--- src/fsp_pkg.sv ---
// Shared constants, command codes and carriers of the flash self-program block
package fsp_pkg;

  // Widths
  localparam int ADDR_W  = 16;
  localparam int DATA_W  = 8;
  localparam int CMD_W   = 3;
  localparam int PROT_W  = 5;
  localparam int BLOCK_W = 4;
  localparam int ERR_N   = 3;

  // Peripheral register addresses
  localparam logic [ADDR_W-1:0] ADDR_KEY  = 16'hffa0;
  localparam logic [ADDR_W-1:0] ADDR_ERR  = 16'hffa1;
  localparam logic [ADDR_W-1:0] ADDR_MODE = 16'hffa2;
  localparam logic [ADDR_W-1:0] ADDR_CMD  = 16'hffa3;
  localparam logic [ADDR_W-1:0] ADDR_PTRH = 16'hffa4;
  localparam logic [ADDR_W-1:0] ADDR_PTRL = 16'hffa5;
  localparam logic [ADDR_W-1:0] ADDR_CMPH = 16'hffa6;
  localparam logic [ADDR_W-1:0] ADDR_CMPL = 16'hffa7;
  localparam logic [ADDR_W-1:0] ADDR_WBUF = 16'hffa8;

  // Unlock key value
  localparam logic [DATA_W-1:0] UNLOCK_KEY = 8'ha5;

  // Error status bit positions
  localparam int ERR_UNLOCK_BIT = 0;
  localparam int ERR_VERIFY_BIT = 1;
  localparam int ERR_PROT_BIT   = 2;

  // Mode control field positions
  localparam int MODE_SEL_BIT  = 0;
  localparam int MODE_PROT_LSB = 2;

  // Reset values
  localparam logic [DATA_W-1:0] ERR_RESET  = 8'h00;
  localparam logic [CMD_W-1:0]  CMD_RESET  = 3'h0;
  localparam logic [DATA_W-1:0] PTR_RESET  = 8'h00;
  localparam logic [DATA_W-1:0] CMP_RESET  = 8'h00;
  localparam logic [DATA_W-1:0] WBUF_RESET = 8'h00;
  localparam logic [PROT_W-1:0] PROT_RESET = 5'h1f;

  // Command codes
  localparam logic [CMD_W-1:0] CMD_VERIFY = 3'h1;
  localparam logic [CMD_W-1:0] CMD_ERASE  = 3'h3;
  localparam logic [CMD_W-1:0] CMD_BLANK  = 3'h4;
  localparam logic [CMD_W-1:0] CMD_WRITE  = 3'h5;

  // Protect setting decode: top bit set opens all blocks
  localparam int                PROT_OPEN_BIT = 4;
  localparam logic [PROT_W-1:0] PROT_SPAN     = 5'h10;

  // Register port request
  typedef struct packed {
    logic              wr;
    logic              rd;
    logic [ADDR_W-1:0] addr;
    logic [DATA_W-1:0] wdata;
  } fsp_bus_req_s;

  // Request to the flash array
  typedef struct packed {
    logic              req;
    logic [CMD_W-1:0]  op;
    logic [ADDR_W-1:0] addr;
    logic [DATA_W-1:0] wdata;
  } fsp_flash_req_s;

  // Answer from the flash array
  typedef struct packed {
    logic done;
    logic fail;
  } fsp_flash_rsp_s;

endpackage

--- src/fsp_protect.sv ---
// Block protection decode from the protect setting
`timescale 1ns/1ps
`default_nettype none

module fsp_protect
(
  // Protect setting and selected block
  input  wire logic [fsp_pkg::PROT_W-1:0]  prot_setting,
  input  wire logic [fsp_pkg::BLOCK_W-1:0] block,
  // Decode result
  output logic                             is_protected
);

  logic [fsp_pkg::PROT_W-1:0] pair_limit;
  logic [fsp_pkg::PROT_W-1:0] pair_index;

  // Blocks are locked in pairs from block 0 upward
  always_comb
  begin
    pair_limit = fsp_pkg::PROT_SPAN
                 - {1'b0, prot_setting[fsp_pkg::BLOCK_W-1:0]};
    pair_index = {2'b00, block[fsp_pkg::BLOCK_W-1:1]};
    is_protected = !prot_setting[fsp_pkg::PROT_OPEN_BIT]
                   && (pair_index < pair_limit);
  end

endmodule

`default_nettype wire

--- src/fsp_unlock.sv ---
// Keyed unlock sequence tracker guarding the mode control register
`timescale 1ns/1ps
`default_nettype none

module fsp_unlock
(
  // Clock, reset and clock enable
  input  wire logic                        sys_clk,
  input  wire logic                        sys_rst,
  input  wire logic                        clk_en,
  // Classified peripheral store
  input  wire logic                        store,
  input  wire logic                        store_key,
  input  wire logic                        store_mode,
  input  wire logic [fsp_pkg::DATA_W-1:0]  store_data,
  // Outcome
  output logic                             commit,
  output logic [fsp_pkg::DATA_W-1:0]       commit_val,
  output logic                             seq_error
);

  typedef enum logic [1:0] {U_IDLE, U_KEYED, U_VALUE, U_INVERSE} fsp_useq_e;

  fsp_useq_e                  state_q;
  fsp_useq_e                  state_d;
  logic [fsp_pkg::DATA_W-1:0] value_q;

  // Next state and outcome of each store
  always_comb
  begin
    state_d   = state_q;
    commit    = 1'b0;
    seq_error = 1'b0;
    if (store)
    begin
      case (state_q)
        U_IDLE:
        begin
          if (store_key && store_data == fsp_pkg::UNLOCK_KEY)
            state_d = U_KEYED;
          else if (store_key || store_mode)
            seq_error = 1'b1;
        end
        U_KEYED:
        begin
          if (store_mode)
            state_d = U_VALUE;
          else
            seq_error = 1'b1;
        end
        U_VALUE:
        begin
          if (store_mode && store_data == ~value_q)
            state_d = U_INVERSE;
          else
            seq_error = 1'b1;
        end
        U_INVERSE:
        begin
          if (store_mode && store_data == value_q)
            commit = 1'b1;
          else
            seq_error = 1'b1;
          state_d = U_IDLE;
        end
        default:
          state_d = U_IDLE;
      endcase
      if (seq_error)
        state_d = U_IDLE;
    end
  end

  // Tracker state; one key covers one update only
  always_ff @(posedge sys_clk)
  begin
    if (sys_rst)
      state_q <= U_IDLE;
    else if (clk_en)
      state_q <= state_d;
  end

  // Target value of the first store
  always_ff @(posedge sys_clk)
  begin
    if (sys_rst)
      value_q <= '0;
    else if (clk_en && store && store_mode && state_q == U_KEYED)
      value_q <= store_data;
  end

  assign commit_val = value_q;

endmodule

`default_nettype wire

--- src/fsp_control.sv ---
// Flash self-programming control: registers, unlock guard, command engine
// How it works
// - Mode control changes need the A5 key stored first.
// - Value and inverse stores are ignored; third matching store updates.
// - A broken sequence leaves mode unchanged and sets unlock error.
// - Key register store of anything but A5 sets unlock error.
// - A store to another register mid-sequence sets unlock error.
// - Wrong inverse or wrong repeated value sets unlock error.
// - Error flags stay set until written 0 or reset.
// - Error status: bit0 unlock, bit1 verify, bit2 protect; reset 00.
// - Failed erase or write verification sets verify error.
// - A protection refusal also sets verify error.
// - Erase or write on a protected block sets protected-area error.
// - Command codes: 1 verify, 3 erase, 4 blank check, 5 write.
// - Prohibited code cancels the mode, runs nothing, sets no flag.
// - Command register resets to 00, upper bits read zero.
// - Pointers count up to the compare values; reload per command.
// - The CPU is held while a command runs.
// - Interrupts are deferred while self-programming mode is set.
// - Mode bit 0 selects self-programming; cleared at reset.
`timescale 1ns/1ps
`default_nettype none

module fsp_control
(
  // Clock, reset and clock enable
  input  wire logic                    sys_clk,
  input  wire logic                    sys_rst,
  input  wire logic                    clk_en,
  // Register port
  input  wire fsp_pkg::fsp_bus_req_s   bus_req,
  output logic [fsp_pkg::DATA_W-1:0]   bus_rdata,
  // CPU side
  input  wire logic                    halt_req,
  output logic                         cpu_hold,
  output logic                         irq_defer,
  output logic                         selfprog_mode_select,
  output logic                         cmd_done,
  // Protect setting read from the flash
  input  wire logic [fsp_pkg::PROT_W-1:0] protect_setting,
  // Flash array
  output fsp_pkg::fsp_flash_req_s      flash_req,
  input  wire fsp_pkg::fsp_flash_rsp_s flash_rsp
);

  typedef enum logic [2:0] {S_IDLE, S_CHECK, S_ISSUE, S_WAIT, S_STEP}
    fsp_state_e;

  // Register state
  logic [fsp_pkg::ERR_N-1:0]  err_q;
  logic [fsp_pkg::CMD_W-1:0]  cmd_q;
  logic [fsp_pkg::DATA_W-1:0] ptrh_q;
  logic [fsp_pkg::DATA_W-1:0] ptrl_q;
  logic [fsp_pkg::DATA_W-1:0] cmph_q;
  logic [fsp_pkg::DATA_W-1:0] cmpl_q;
  logic [fsp_pkg::DATA_W-1:0] wbuf_q;
  logic [fsp_pkg::DATA_W-1:0] key_q;
  logic [fsp_pkg::PROT_W-1:0] prot_q;
  logic                       prot_loaded_q;
  logic                       mode_q;
  logic [fsp_pkg::DATA_W-1:0] rdata_q;
  logic [fsp_pkg::DATA_W-1:0] rdata_d;

  // Engine state
  fsp_state_e                 state_q;
  fsp_state_e                 state_d;
  logic                       done_q;
  fsp_pkg::fsp_flash_req_s    freq_q;

  // Decoded strobes and engine events
  logic                       wr;
  logic                       wr_key;
  logic                       wr_mode;
  logic                       cmd_valid;
  logic                       cmd_guarded;
  logic                       blk_protected;
  logic                       cancel;
  logic                       step_inc;
  logic [fsp_pkg::ERR_N-1:0]  err_set;
  logic [fsp_pkg::ERR_N-1:0]  err_clr;
  logic                       seq_commit;
  logic [fsp_pkg::DATA_W-1:0] seq_value;
  logic                       seq_error;
  logic [2*fsp_pkg::DATA_W-1:0] ptr_next;

  // Store classification
  assign wr      = bus_req.wr;
  assign wr_key  = wr && bus_req.addr == fsp_pkg::ADDR_KEY;
  assign wr_mode = wr && bus_req.addr == fsp_pkg::ADDR_MODE;

  // Unlock sequence tracker sees every peripheral store
  fsp_unlock u_unlock
  (
    .sys_clk    (sys_clk),
    .sys_rst    (sys_rst),
    .clk_en     (clk_en),
    .store      (wr),
    .store_key  (wr_key),
    .store_mode (wr_mode),
    .store_data (bus_req.wdata),
    .commit     (seq_commit),
    .commit_val (seq_value),
    .seq_error  (seq_error)
  );

  // Protection of the block named by the high pointer
  fsp_protect u_protect
  (
    .prot_setting (prot_q),
    .block        (ptrh_q[fsp_pkg::BLOCK_W-1:0]),
    .is_protected (blk_protected)
  );

  always_comb
  begin
    case (cmd_q)
      fsp_pkg::CMD_VERIFY,
      fsp_pkg::CMD_ERASE,
      fsp_pkg::CMD_BLANK,
      fsp_pkg::CMD_WRITE: cmd_valid = 1'b1;
      default:            cmd_valid = 1'b0;
    endcase
  end

  // Only erase and write are refused on a locked block
  assign cmd_guarded = cmd_q == fsp_pkg::CMD_ERASE
                       || cmd_q == fsp_pkg::CMD_WRITE;

  // Command engine next state
  always_comb
  begin
    state_d = state_q;
    case (state_q)
      S_IDLE:
        if (halt_req && mode_q)
          state_d = S_CHECK;
      S_CHECK:
        if (!cmd_valid || (cmd_guarded && blk_protected))
          state_d = S_IDLE;
        else
          state_d = S_ISSUE;
      S_ISSUE:
        state_d = S_WAIT;
      S_WAIT:
        if (flash_rsp.done)
          state_d = S_STEP;
      S_STEP:
        if (ptrh_q == cmph_q && ptrl_q == cmpl_q)
          state_d = S_IDLE;
        else
          state_d = S_ISSUE;
      default:
        state_d = S_IDLE;
    endcase
  end

  assign cancel   = state_q == S_CHECK && !cmd_valid;
  assign step_inc = state_q == S_STEP && state_d == S_ISSUE;
  assign ptr_next = {ptrh_q, ptrl_q} + 16'h0001;

  // Engine state register
  always_ff @(posedge sys_clk)
  begin
    if (sys_rst)
      state_q <= S_IDLE;
    else if (clk_en)
      state_q <= state_d;
  end

  // Completion pulse; a cancel is not a completion
  always_ff @(posedge sys_clk)
  begin
    if (sys_rst)
      done_q <= 1'b0;
    else if (clk_en)
      done_q <= state_q == S_STEP && state_d == S_IDLE
                || (state_q == S_CHECK && cmd_valid && state_d == S_IDLE);
  end

  // Flash request: one-cycle pulse with operands held
  always_ff @(posedge sys_clk)
  begin
    if (sys_rst)
      freq_q <= '0;
    else if (clk_en)
    begin
      freq_q.req <= state_q == S_ISSUE;
      if (state_q == S_ISSUE)
      begin
        freq_q.op    <= cmd_q;
        freq_q.addr  <= {ptrh_q, ptrl_q};
        freq_q.wdata <= wbuf_q;
      end
    end
  end

  // Error flag sources
  always_comb
  begin
    err_set = '0;
    err_set[fsp_pkg::ERR_UNLOCK_BIT] = seq_error;
    err_set[fsp_pkg::ERR_VERIFY_BIT] = state_q == S_WAIT
                                       && flash_rsp.done && flash_rsp.fail;
    err_set[fsp_pkg::ERR_PROT_BIT] = state_q == S_CHECK && cmd_valid
                                     && cmd_guarded && blk_protected;
    if (err_set[fsp_pkg::ERR_PROT_BIT])
      err_set[fsp_pkg::ERR_VERIFY_BIT] = 1'b1;
  end

  // Writing 0 clears only that flag
  assign err_clr = (wr && bus_req.addr == fsp_pkg::ADDR_ERR)
                   ? ~bus_req.wdata[fsp_pkg::ERR_N-1:0] : '0;

  for (genvar i = 0; i < fsp_pkg::ERR_N; i++)
  begin : g_err
    always_ff @(posedge sys_clk)
    begin
      if (sys_rst)
        err_q[i] <= fsp_pkg::ERR_RESET[i];
      else if (clk_en)
        err_q[i] <= err_set[i] | (err_q[i] & ~err_clr[i]);
    end
  end

  always_ff @(posedge sys_clk)
  begin
    if (sys_rst)
      mode_q <= 1'b0;
    else if (clk_en)
    begin
      if (cancel)
        mode_q <= 1'b0;
      else if (seq_commit)
        mode_q <= seq_value[fsp_pkg::MODE_SEL_BIT];
    end
  end

  // Protect setting caught once after reset release
  always_ff @(posedge sys_clk)
  begin
    if (sys_rst)
    begin
      prot_q        <= fsp_pkg::PROT_RESET;
      prot_loaded_q <= 1'b0;
    end
    else if (clk_en && !prot_loaded_q)
    begin
      prot_q        <= protect_setting;
      prot_loaded_q <= 1'b1;
    end
  end

  // command register, upper bits fixed zero
  always_ff @(posedge sys_clk)
  begin
    if (sys_rst)
      cmd_q <= fsp_pkg::CMD_RESET;
    else if (clk_en && wr && bus_req.addr == fsp_pkg::ADDR_CMD)
      cmd_q <= bus_req.wdata[fsp_pkg::CMD_W-1:0];
  end

  always_ff @(posedge sys_clk)
  begin
    if (sys_rst)
    begin
      ptrh_q <= fsp_pkg::PTR_RESET;
      ptrl_q <= fsp_pkg::PTR_RESET;
    end
    else if (clk_en)
    begin
      if (step_inc)
        {ptrh_q, ptrl_q} <= ptr_next;
      else
      begin
        if (wr && bus_req.addr == fsp_pkg::ADDR_PTRH)
          ptrh_q <= bus_req.wdata;
        if (wr && bus_req.addr == fsp_pkg::ADDR_PTRL)
          ptrl_q <= bus_req.wdata;
      end
    end
  end

  // Compare, write buffer and key registers
  always_ff @(posedge sys_clk)
  begin
    if (sys_rst)
    begin
      cmph_q <= fsp_pkg::CMP_RESET;
      cmpl_q <= fsp_pkg::CMP_RESET;
      wbuf_q <= fsp_pkg::WBUF_RESET;
      key_q  <= '0;
    end
    else if (clk_en && wr)
    begin
      if (bus_req.addr == fsp_pkg::ADDR_CMPH)
        cmph_q <= bus_req.wdata;
      if (bus_req.addr == fsp_pkg::ADDR_CMPL)
        cmpl_q <= bus_req.wdata;
      if (bus_req.addr == fsp_pkg::ADDR_WBUF)
        wbuf_q <= bus_req.wdata;
      if (wr_key)
        key_q <= bus_req.wdata;
    end
  end

  // Read mux; unmapped addresses read zero
  always_comb
  begin
    rdata_d = '0;
    case (bus_req.addr)
      fsp_pkg::ADDR_KEY:  rdata_d = key_q;
      fsp_pkg::ADDR_ERR:  rdata_d[fsp_pkg::ERR_N-1:0] = err_q;
      fsp_pkg::ADDR_MODE:
      begin
        rdata_d[fsp_pkg::MODE_SEL_BIT] = mode_q;
        rdata_d[fsp_pkg::MODE_PROT_LSB +: fsp_pkg::PROT_W] = prot_q;
      end
      fsp_pkg::ADDR_CMD:  rdata_d[fsp_pkg::CMD_W-1:0] = cmd_q;
      fsp_pkg::ADDR_PTRH: rdata_d = ptrh_q;
      fsp_pkg::ADDR_PTRL: rdata_d = ptrl_q;
      fsp_pkg::ADDR_CMPH: rdata_d = cmph_q;
      fsp_pkg::ADDR_CMPL: rdata_d = cmpl_q;
      fsp_pkg::ADDR_WBUF: rdata_d = wbuf_q;
      default:            rdata_d = '0;
    endcase
  end

  // Read data stands only in the cycle after the strobe
  always_ff @(posedge sys_clk)
  begin
    if (sys_rst)
      rdata_q <= '0;
    else if (clk_en)
      rdata_q <= bus_req.rd ? rdata_d : '0;
  end

  // Outputs
  assign bus_rdata            = rdata_q;
  assign flash_req            = freq_q;
  assign cmd_done             = done_q;
  assign selfprog_mode_select = mode_q;
  assign cpu_hold             = state_q != S_IDLE;
  assign irq_defer            = mode_q;

endmodule

`default_nettype wire

--- config.mk ---
export PLATFORM = sky130hd
export DESIGN_NAME = fsp_control
export DESIGN_NICKNAME = d
export VERILOG_FILES = /design/src/fsp_pkg.sv /design/src/fsp_protect.sv /design/src/fsp_unlock.sv /design/src/fsp_control.sv
export SDC_FILE = /design/constraint.sdc
export NUM_CORES = 1
export LEC_CHECK = 0
export BUFFER_PORTS_ARGS = -buffer_cell sky130_fd_sc_hd__buf_4
export CORE_UTILIZATION = 49
export CTS_BUF_LIST = sky130_fd_sc_hd__clkbuf_4
export DETAILED_ROUTE_END_ITERATION = 10
export GPL_TIMING_DRIVEN = 0
export HOLD_SLACK_MARGIN = 0.05
export PLACE_DENSITY = 0.69
export SYNTH_ARGS = -nofsm -noshare
export SYNTH_HDL_FRONTEND = slang
export SYNTH_SLANG_ARGS = --single-unit
--- constraint.sdc ---
create_clock -name sys_clk -period 2.9 [get_ports sys_clk]
set_clock_uncertainty 0.1 [all_clocks]
set_input_delay 0.58 -clock sys_clk [delete_from_list [all_inputs] [get_ports sys_clk]]
set_output_delay 0.58 -clock sys_clk [all_outputs]
set_load 0.005 [all_outputs]
* After elaboration in Yosys (flattened, before gate mapping)
Cells that the tools add are included.
** Cells by class
- $add $sub $neg :: 2
- Magnitude comparators :: 1
- Eq/ne operators :: 29
- Multiplexer cells :: 36
- Bitwise logic cells :: 11
- Reductions and logical operators :: 50
** Operator list (count)
- 16-bit equality test (second input constant) :: 9
- 8-bit 2-to-1 mux :: 5
- 8-bit equality test :: 4
- 4-bit case mux with 7 select lines :: 1
- 1-bit logical AND :: 26
- 1-bit case mux with 9 select lines :: 2
- 16-bit by 1-bit adder with 16-bit output (second input constant) :: 1
- 2-bit AND reduction :: 8
- 3-bit case mux with 5 select lines :: 1
- 1-bit 2-to-1 mux :: 14
- 3-bit by 2-bit equality test with 1-bit output (second input constant) :: 4
- 2-bit 2-to-1 mux :: 6
- 3-bit equality test (second input constant) :: 3
- 3-bit 2-to-1 mux :: 3
- 8-bit equality test (second input constant) :: 1
- 8-bit inverter :: 1
- 1-bit case mux with 8 select lines :: 1
- 2-bit case mux with 4 select lines :: 1
- 3-bit by 1-bit equality test with 1-bit output (second input constant) :: 2
- 3-bit logical NOT :: 2
- 3-bit by 1-bit inequality test with 1-bit output (second input constant) :: 2
- 1-bit case mux with 6 select lines :: 1
- 2-bit nonzero test :: 3
- 3-bit by 5-bit < comparator with 1-bit output :: 1
- other kinds (15) :: 27
** Word-level totals
- Register bits after elaboration :: 111
- Input bits :: 37
- Word-level logic and storage cells :: 151

* Logic depth before layout (Yosys ltp)
- Depth in word-level cells :: 11
- Mapped depth :: 9
- Gate-level depth less buffers :: 9

* Hierarchy
A second synthesis with hierarchy kept.
** Second synthesis, totals
- Cell total of the unflattened synthesis :: 752
- Area total of the unflattened synthesis :: 5959.5 um^2
** Modules (own cells, without submodules)
- fsp_control :: times used 1, cells each 647, area each 5146.2 um^2, seq. area each 2021.9 um^2
- fsp_unlock :: times used 1, cells each 91, area each 698.2 um^2, seq. area each 200.2 um^2
- fsp_protect :: times used 1, cells each 14, area each 115.1 um^2, seq. area each 0.0 um^2

* Worst setup path before layout
No wires, ideal clock.
- Path type :: input -> register
- From :: input port bus_req[5] (netlist bit)
- To :: register u_unlock.state_q[0]
- Library setup time :: 117 ps
- Arrival time :: 2132 ps
- Data required time :: 2683 ps
- Path slack :: 551 ps
- Cell stages on the path :: 7
- Path buffers :: 1
- Cells stage by stage :: buf_4 -> xnor2_1 -> or4_4 -> nor4_2 -> o211ai_1 -> nor2b_1 -> a32o_1
** On the way
- Cells in the longest elaborated chain, start to end :: 7
- Elaborated cells between the ends (all ways) :: 16
- Classes of those cells :: eq/ne: 6; mux: 6; reduce/logical: 4
** RTL lines
- start, declared :: RTL line fsp_control.sv:31 : input wire fsp_pkg::fsp_bus_req_s bus_req,
- 8-bit equality test (on tied branches) :: RTL line fsp_unlock.sv:60, fsp_unlock.sv:39, fsp_unlock.sv:53
- 1-bit logical AND (on tied branches) :: RTL line fsp_unlock.sv:60, fsp_unlock.sv:39, fsp_unlock.sv:53
- 1-bit 2-to-1 mux (on tied branches) :: RTL line fsp_unlock.sv:60, fsp_unlock.sv:39, fsp_unlock.sv:53
- 1-bit case mux with 4 select lines :: RTL line fsp_unlock.sv:36 : case (state_q)
- 1-bit 2-to-1 mux :: RTL line fsp_unlock.sv:34 : if (store)
- 3-bit by 2-bit inequality test with 1-bit output (no line) or 3-bit by 1-bit inequality test with 1-bit output (tied branches)
- 5-bit AND reduction (no line)
- end signal, assigned :: RTL line fsp_unlock.sv:80 : state_q <= state_d;
- end, declared :: RTL line fsp_unlock.sv:24 : fsp_useq_e state_q;
Parallel ways exist; a longest one is shown, timed or not. The select of a mux whose other input is x is not followed.
A chain may end at the register's enable or synchronous reset.

* Worst setup path in the final report
- From :: register ptrl_q[0] (netlist bit)
- To :: register ptrh_q[4] (netlist bit)
** On the way
- Cells in the longest elaborated chain, start to end :: 8
- Elaborated cells between the ends (all ways) :: 10
- Classes of those cells :: add/sub: 1; eq/ne: 2; mux: 3; reduce/logical: 4
** RTL lines
- start, declared :: RTL line fsp_control.sv:53 : logic [fsp_pkg::DATA_W-1:0] ptrl_q;
- start signal, assigned :: RTL line fsp_control.sv:267 : ptrl_q <= fsp_pkg::PTR_RESET;
- start signal, assigned :: RTL line fsp_control.sv:272 : {ptrh_q, ptrl_q} <= ptr_next;
- start signal, assigned :: RTL line fsp_control.sv:278 : ptrl_q <= bus_req.wdata;
- 8-bit equality test :: RTL line fsp_control.sv:148 : if (ptrh_q == cmph_q && ptrl_q == cmpl_q)
- 1-bit logical AND :: RTL line fsp_control.sv:148
- 2-bit 2-to-1 mux :: RTL line fsp_control.sv:148
- 3-bit case mux with 5 select lines :: RTL line fsp_control.sv:133 : case (state_q)
- 3-bit by 2-bit equality test with 1-bit output :: RTL line fsp_control.sv:158 : assign step_inc = state_q == S_STEP && state_d == S_ISSUE;
- 1-bit logical AND :: RTL line fsp_control.sv:158
- 2-bit nonzero test (no line)
- 2-bit AND reduction (no line)
- end signal, assigned :: RTL line fsp_control.sv:266 : ptrh_q <= fsp_pkg::PTR_RESET;
- end signal, assigned :: RTL line fsp_control.sv:272
- end signal, assigned :: RTL line fsp_control.sv:276 : ptrh_q <= bus_req.wdata;
- end, declared :: RTL line fsp_control.sv:52 : logic [fsp_pkg::DATA_W-1:0] ptrh_q;
Parallel ways exist; a longest one is shown, timed or not.

==> impl_metrics.toml <==
[clock_tree]
post_cts_resized = 0
max-clock-path-buffers = 2
path_clk_slew_ps = 170
clk_latency_ps = 490
cts_tree = "done"
cts.sink_count = 111
post-cts-setup-buffers = 0
cts_hold_repair.buffers = 0
clockRootBuffer = "clkbuf_4"
cts_buffers = 9
ctsHtreeMaxLevel = 3

[setup_path]
cpMaxStageDelayCell = "dfxtp_1"
crit_type = "flip-flop to flip-flop"
cp-start-kind = "flip-flop"
critPathMaxFanout = 7
end_kind = "flip-flop"
arrival_ps = 2800
setup.worst_path.start = "ptrl_q[0]"
crit_buf_inv = 0
cp_top_family = "simple AND/OR/NAND/NOR gates"
cpPeakStageDelay_ps = 570
worstPathRequired_ps = 3160
crit_chain = "ha_1 -> nand3_1 -> or3_1 -> or2_0 -> or3_1 -> mux2i_1 -> a221oi_1"
r2r_start = "ptrl_q[0]"
crit_path_frequent_cell = "or3_1"

[timing]
fin_ws_ps = 368
post-route-period-util = 0.873
period_minus_slack_ps = 2530
timing.setup.tns_ps = 0
worstMarginPinSlew_ps = 968
rsz0062_at_grt = "false"
setup_viol_count_final = 0
drv_slew = 0
hold_violations = 0
slew_headroom = 0.350
fmax_mhz = 395

[power]
clkPwrFrac = 0.280
p_total_mw = 2.46
peakVddDrop_mv = 0.300
cellPowerDensity_nw_per_um2 = 371
seq_power_share = 0.628
p_comb_frac = 0.092
p_leak_nw = 2.56
p_int_mw = 1.79
power.net_switching_mw = 0.672
p_sw_frac = 0.273

[synthesis]
synth_cell_types = 64
ys_ff_latch = 111
ys_warn_count = 0
ys_dominant_reg_cell = "dfxtp_1"
syn_area_um2 = 5840
syn_inst = 719
synth_fp_nets = 765
synth-edff-count = 0
yosysSeqAreaShare = 0.381
synthArstFlopShare = 0
avgSynthCellArea_um2 = 8.12

[detailed_routing]
wl_met3_mm = 1.39
ant_nets = 0
drc_errors = 0
via_per_inst = 6.06
wire_per_inst_um = 19.6
wl_met2_mm = 8.74
drt-total-wl_mm = 18.5
first_pass_iters = 7
vias = 5727
wl_met1_mm = 7.75
highest_layer = "met4"
drt_iter0_drc = 518

[grt]
first_global_vias = 5613
grt_usage = 0.308
grt_pass1_wl_mm = 29.6
antenna_found_initial = 0
grt_max_degree = 17
globalRouteOverflowTotal = 0

[placed_design]
postPlaceCellArea_um2 = 6530
portBuffers = 68
dp_slack_ps = 84.0
place.gp.congestion = 0.919
place.detailed.hpwl_mm = 13.7

[run]
cap_viol_max_count = 0

[die]
die-area_um2 = 12400
placementRows = 39
die_x_um = 111
initial_core_util = 0.507
io_pins = 77
core_area_um2 = 11500
die_h_um = 111

[final_layout]
finish.instance_area_um2 = 6630
fillers = 1108
area_growth_pct = 13.5
final_cell_mix = "132 x nand2_1, 111 x dfxtp_1, 73 x buf_4"
n_antenna_cell = 0
drive_gt1_frac = 0.156
final_common_cell = "nand2_1"
fin_nets = 844

[status]
outcome = "finished, final reports clean"

[min_path]
hold_class = "primary input to flip-flop"
min_from = "protect_setting[1]"
-- per-stage QoR --
step,cells,util,hold slack (ps)
2_1_floorplan,719,-,331
4_1_cts,945,0.576,161
6_report,945,0.576,179
3_3_place_gp,930,0.567,339
3_5_place_dp,930,0.567,347
5_1_grt,945,0.576,151
-- per-layer routing --
metal	track usage	vias to the layer above
met1	0.384	2737
met4	0.128	0
met5	0	-
met2	0.500	231
li1	-	2710
met3	0.0842	49
-- cell families (layout without fill, tap and decap cells) --
logic type,count (synthesis),after routing,share of synthesized area
compound gates,157,157,0.181
fa+ha+maj,9,9,0.0193
buf+inv,79,162,0.0598
mux,36,36,0.0628
flops,111,111,0.381
xor+xnor,26,26,0.0390
simple gates,301,301,0.257
-- power by group through the flow --
| stage | logic (mW) | registers (mW) | clock network (mW) |
|---|---|---|---|
| 5_1_grt | 0.241 | 1.55 | 0.752 |
| 3_3_place_gp | 0.214 | 1.58 | 0 |
| 3_5_place_dp | 0.219 | 1.58 | 0 |
| 6_report | 0.226 | 1.55 | 0.689 |
| 2_1_floorplan | 0.125 | 1.57 | 0 |
| 4_1_cts | 0.220 | 1.54 | 0.697 |
-- final timing paths --
check | endpoint | slack [ps] | cells after the start
min | prot_q[1] | 180 | 2
max reg2reg | ptrh_q[4] | 370 | 7
max | ptrh_q[4] | 370 | 7
min reg2reg | flash_req[11] | 360 | 2
-- synthesized netlist by cell type (3+ instances only) --
| master | n | area [µm²] |
|---|---|---|
| a211o_1 | 5 | 43.8 |
| a211oi_1 | 3 | 22.5 |
| a21o_1 | 6 | 45.0 |
| a21oi_1 | 67 | 335 |
| a221oi_1 | 6 | 52.6 |
| a222oi_1 | 8 | 80.1 |
| a22o_1 | 4 | 35.0 |
| a22oi_1 | 14 | 105 |
| a2bb2oi_1 | 3 | 26.3 |
| a31oi_1 | 4 | 25.0 |
| a32o_1 | 4 | 40.0 |
| and2_1 | 3 | 18.8 |
| and4_1 | 7 | 61.3 |
| buf_1 | 3 | 11.3 |
| buf_2 | 14 | 70.1 |
| buf_4 | 5 | 37.5 |
| clkbuf_1 | 33 | 124 |
| dfxtp_1 | 111 | 2220 |
| ha_1 | 9 | 113 |
| inv_1 | 21 | 78.8 |
| mux2_2 | 5 | 56.3 |
| mux2i_1 | 31 | 310 |
| nand2_1 | 132 | 495 |
| nand2b_1 | 10 | 62.6 |
| nand3_1 | 12 | 60.1 |
| nand4_1 | 11 | 68.8 |
| nor2_1 | 54 | 203 |
| nor2b_1 | 11 | 68.8 |
| nor3_1 | 16 | 80.1 |
| nor3b_1 | 3 | 22.5 |
| nor4_1 | 8 | 50.1 |
| nor4_2 | 3 | 37.5 |
| o21ai_0 | 9 | 45.0 |
| o22ai_1 | 4 | 25.0 |
| o32ai_1 | 8 | 70.1 |
| or2_2 | 4 | 25.0 |
| or3_1 | 9 | 56.3 |
| xnor2_1 | 8 | 70.1 |
| xor2_1 | 18 | 158 |
-- cell type report --
type / count / area [µm²] / share of cell area
multi-input cells: 529 / 3270 / 0.493
clock inverters: 5 / 26.3 / 0.00396
repair buffers: 68 / 510 / 0.0770
well taps: 143 / 179 / 0.0270
clock buffers: 10 / 75.1 / 0.0113
inverters: 21 / 78.8 / 0.0119
flip-flops and latches: 111 / 2220 / 0.335
plain buffers: 58 / 270 / 0.0408
-- worst reg2reg max path, delay by kind of cell, from the launching register on --
family | cells | cell delay, ps
mux | 1 | 150
simple gates | 4 | 1260
fa+ha+maj | 1 | 230
flops | 1 | 570
compound gates | 1 | 110
-- sequential cells by signal (all words and copies together), names as in the netlist --
signal	flops
irq_defer	1
u_unlock.state_q	2
prot_q	5
ptrl_q	8
state_q	3
flash_req	28
cmph_q	8
cmd_q	3
cmpl_q	8
wbuf_q	8
err_q	3
u_unlock.commit_val	8
key_q	8
ptrh_q	8
cmd_done	1
prot_loaded_q	1
bus_rdata	8
No activity file was read; power rests on OpenSTA's default activity.
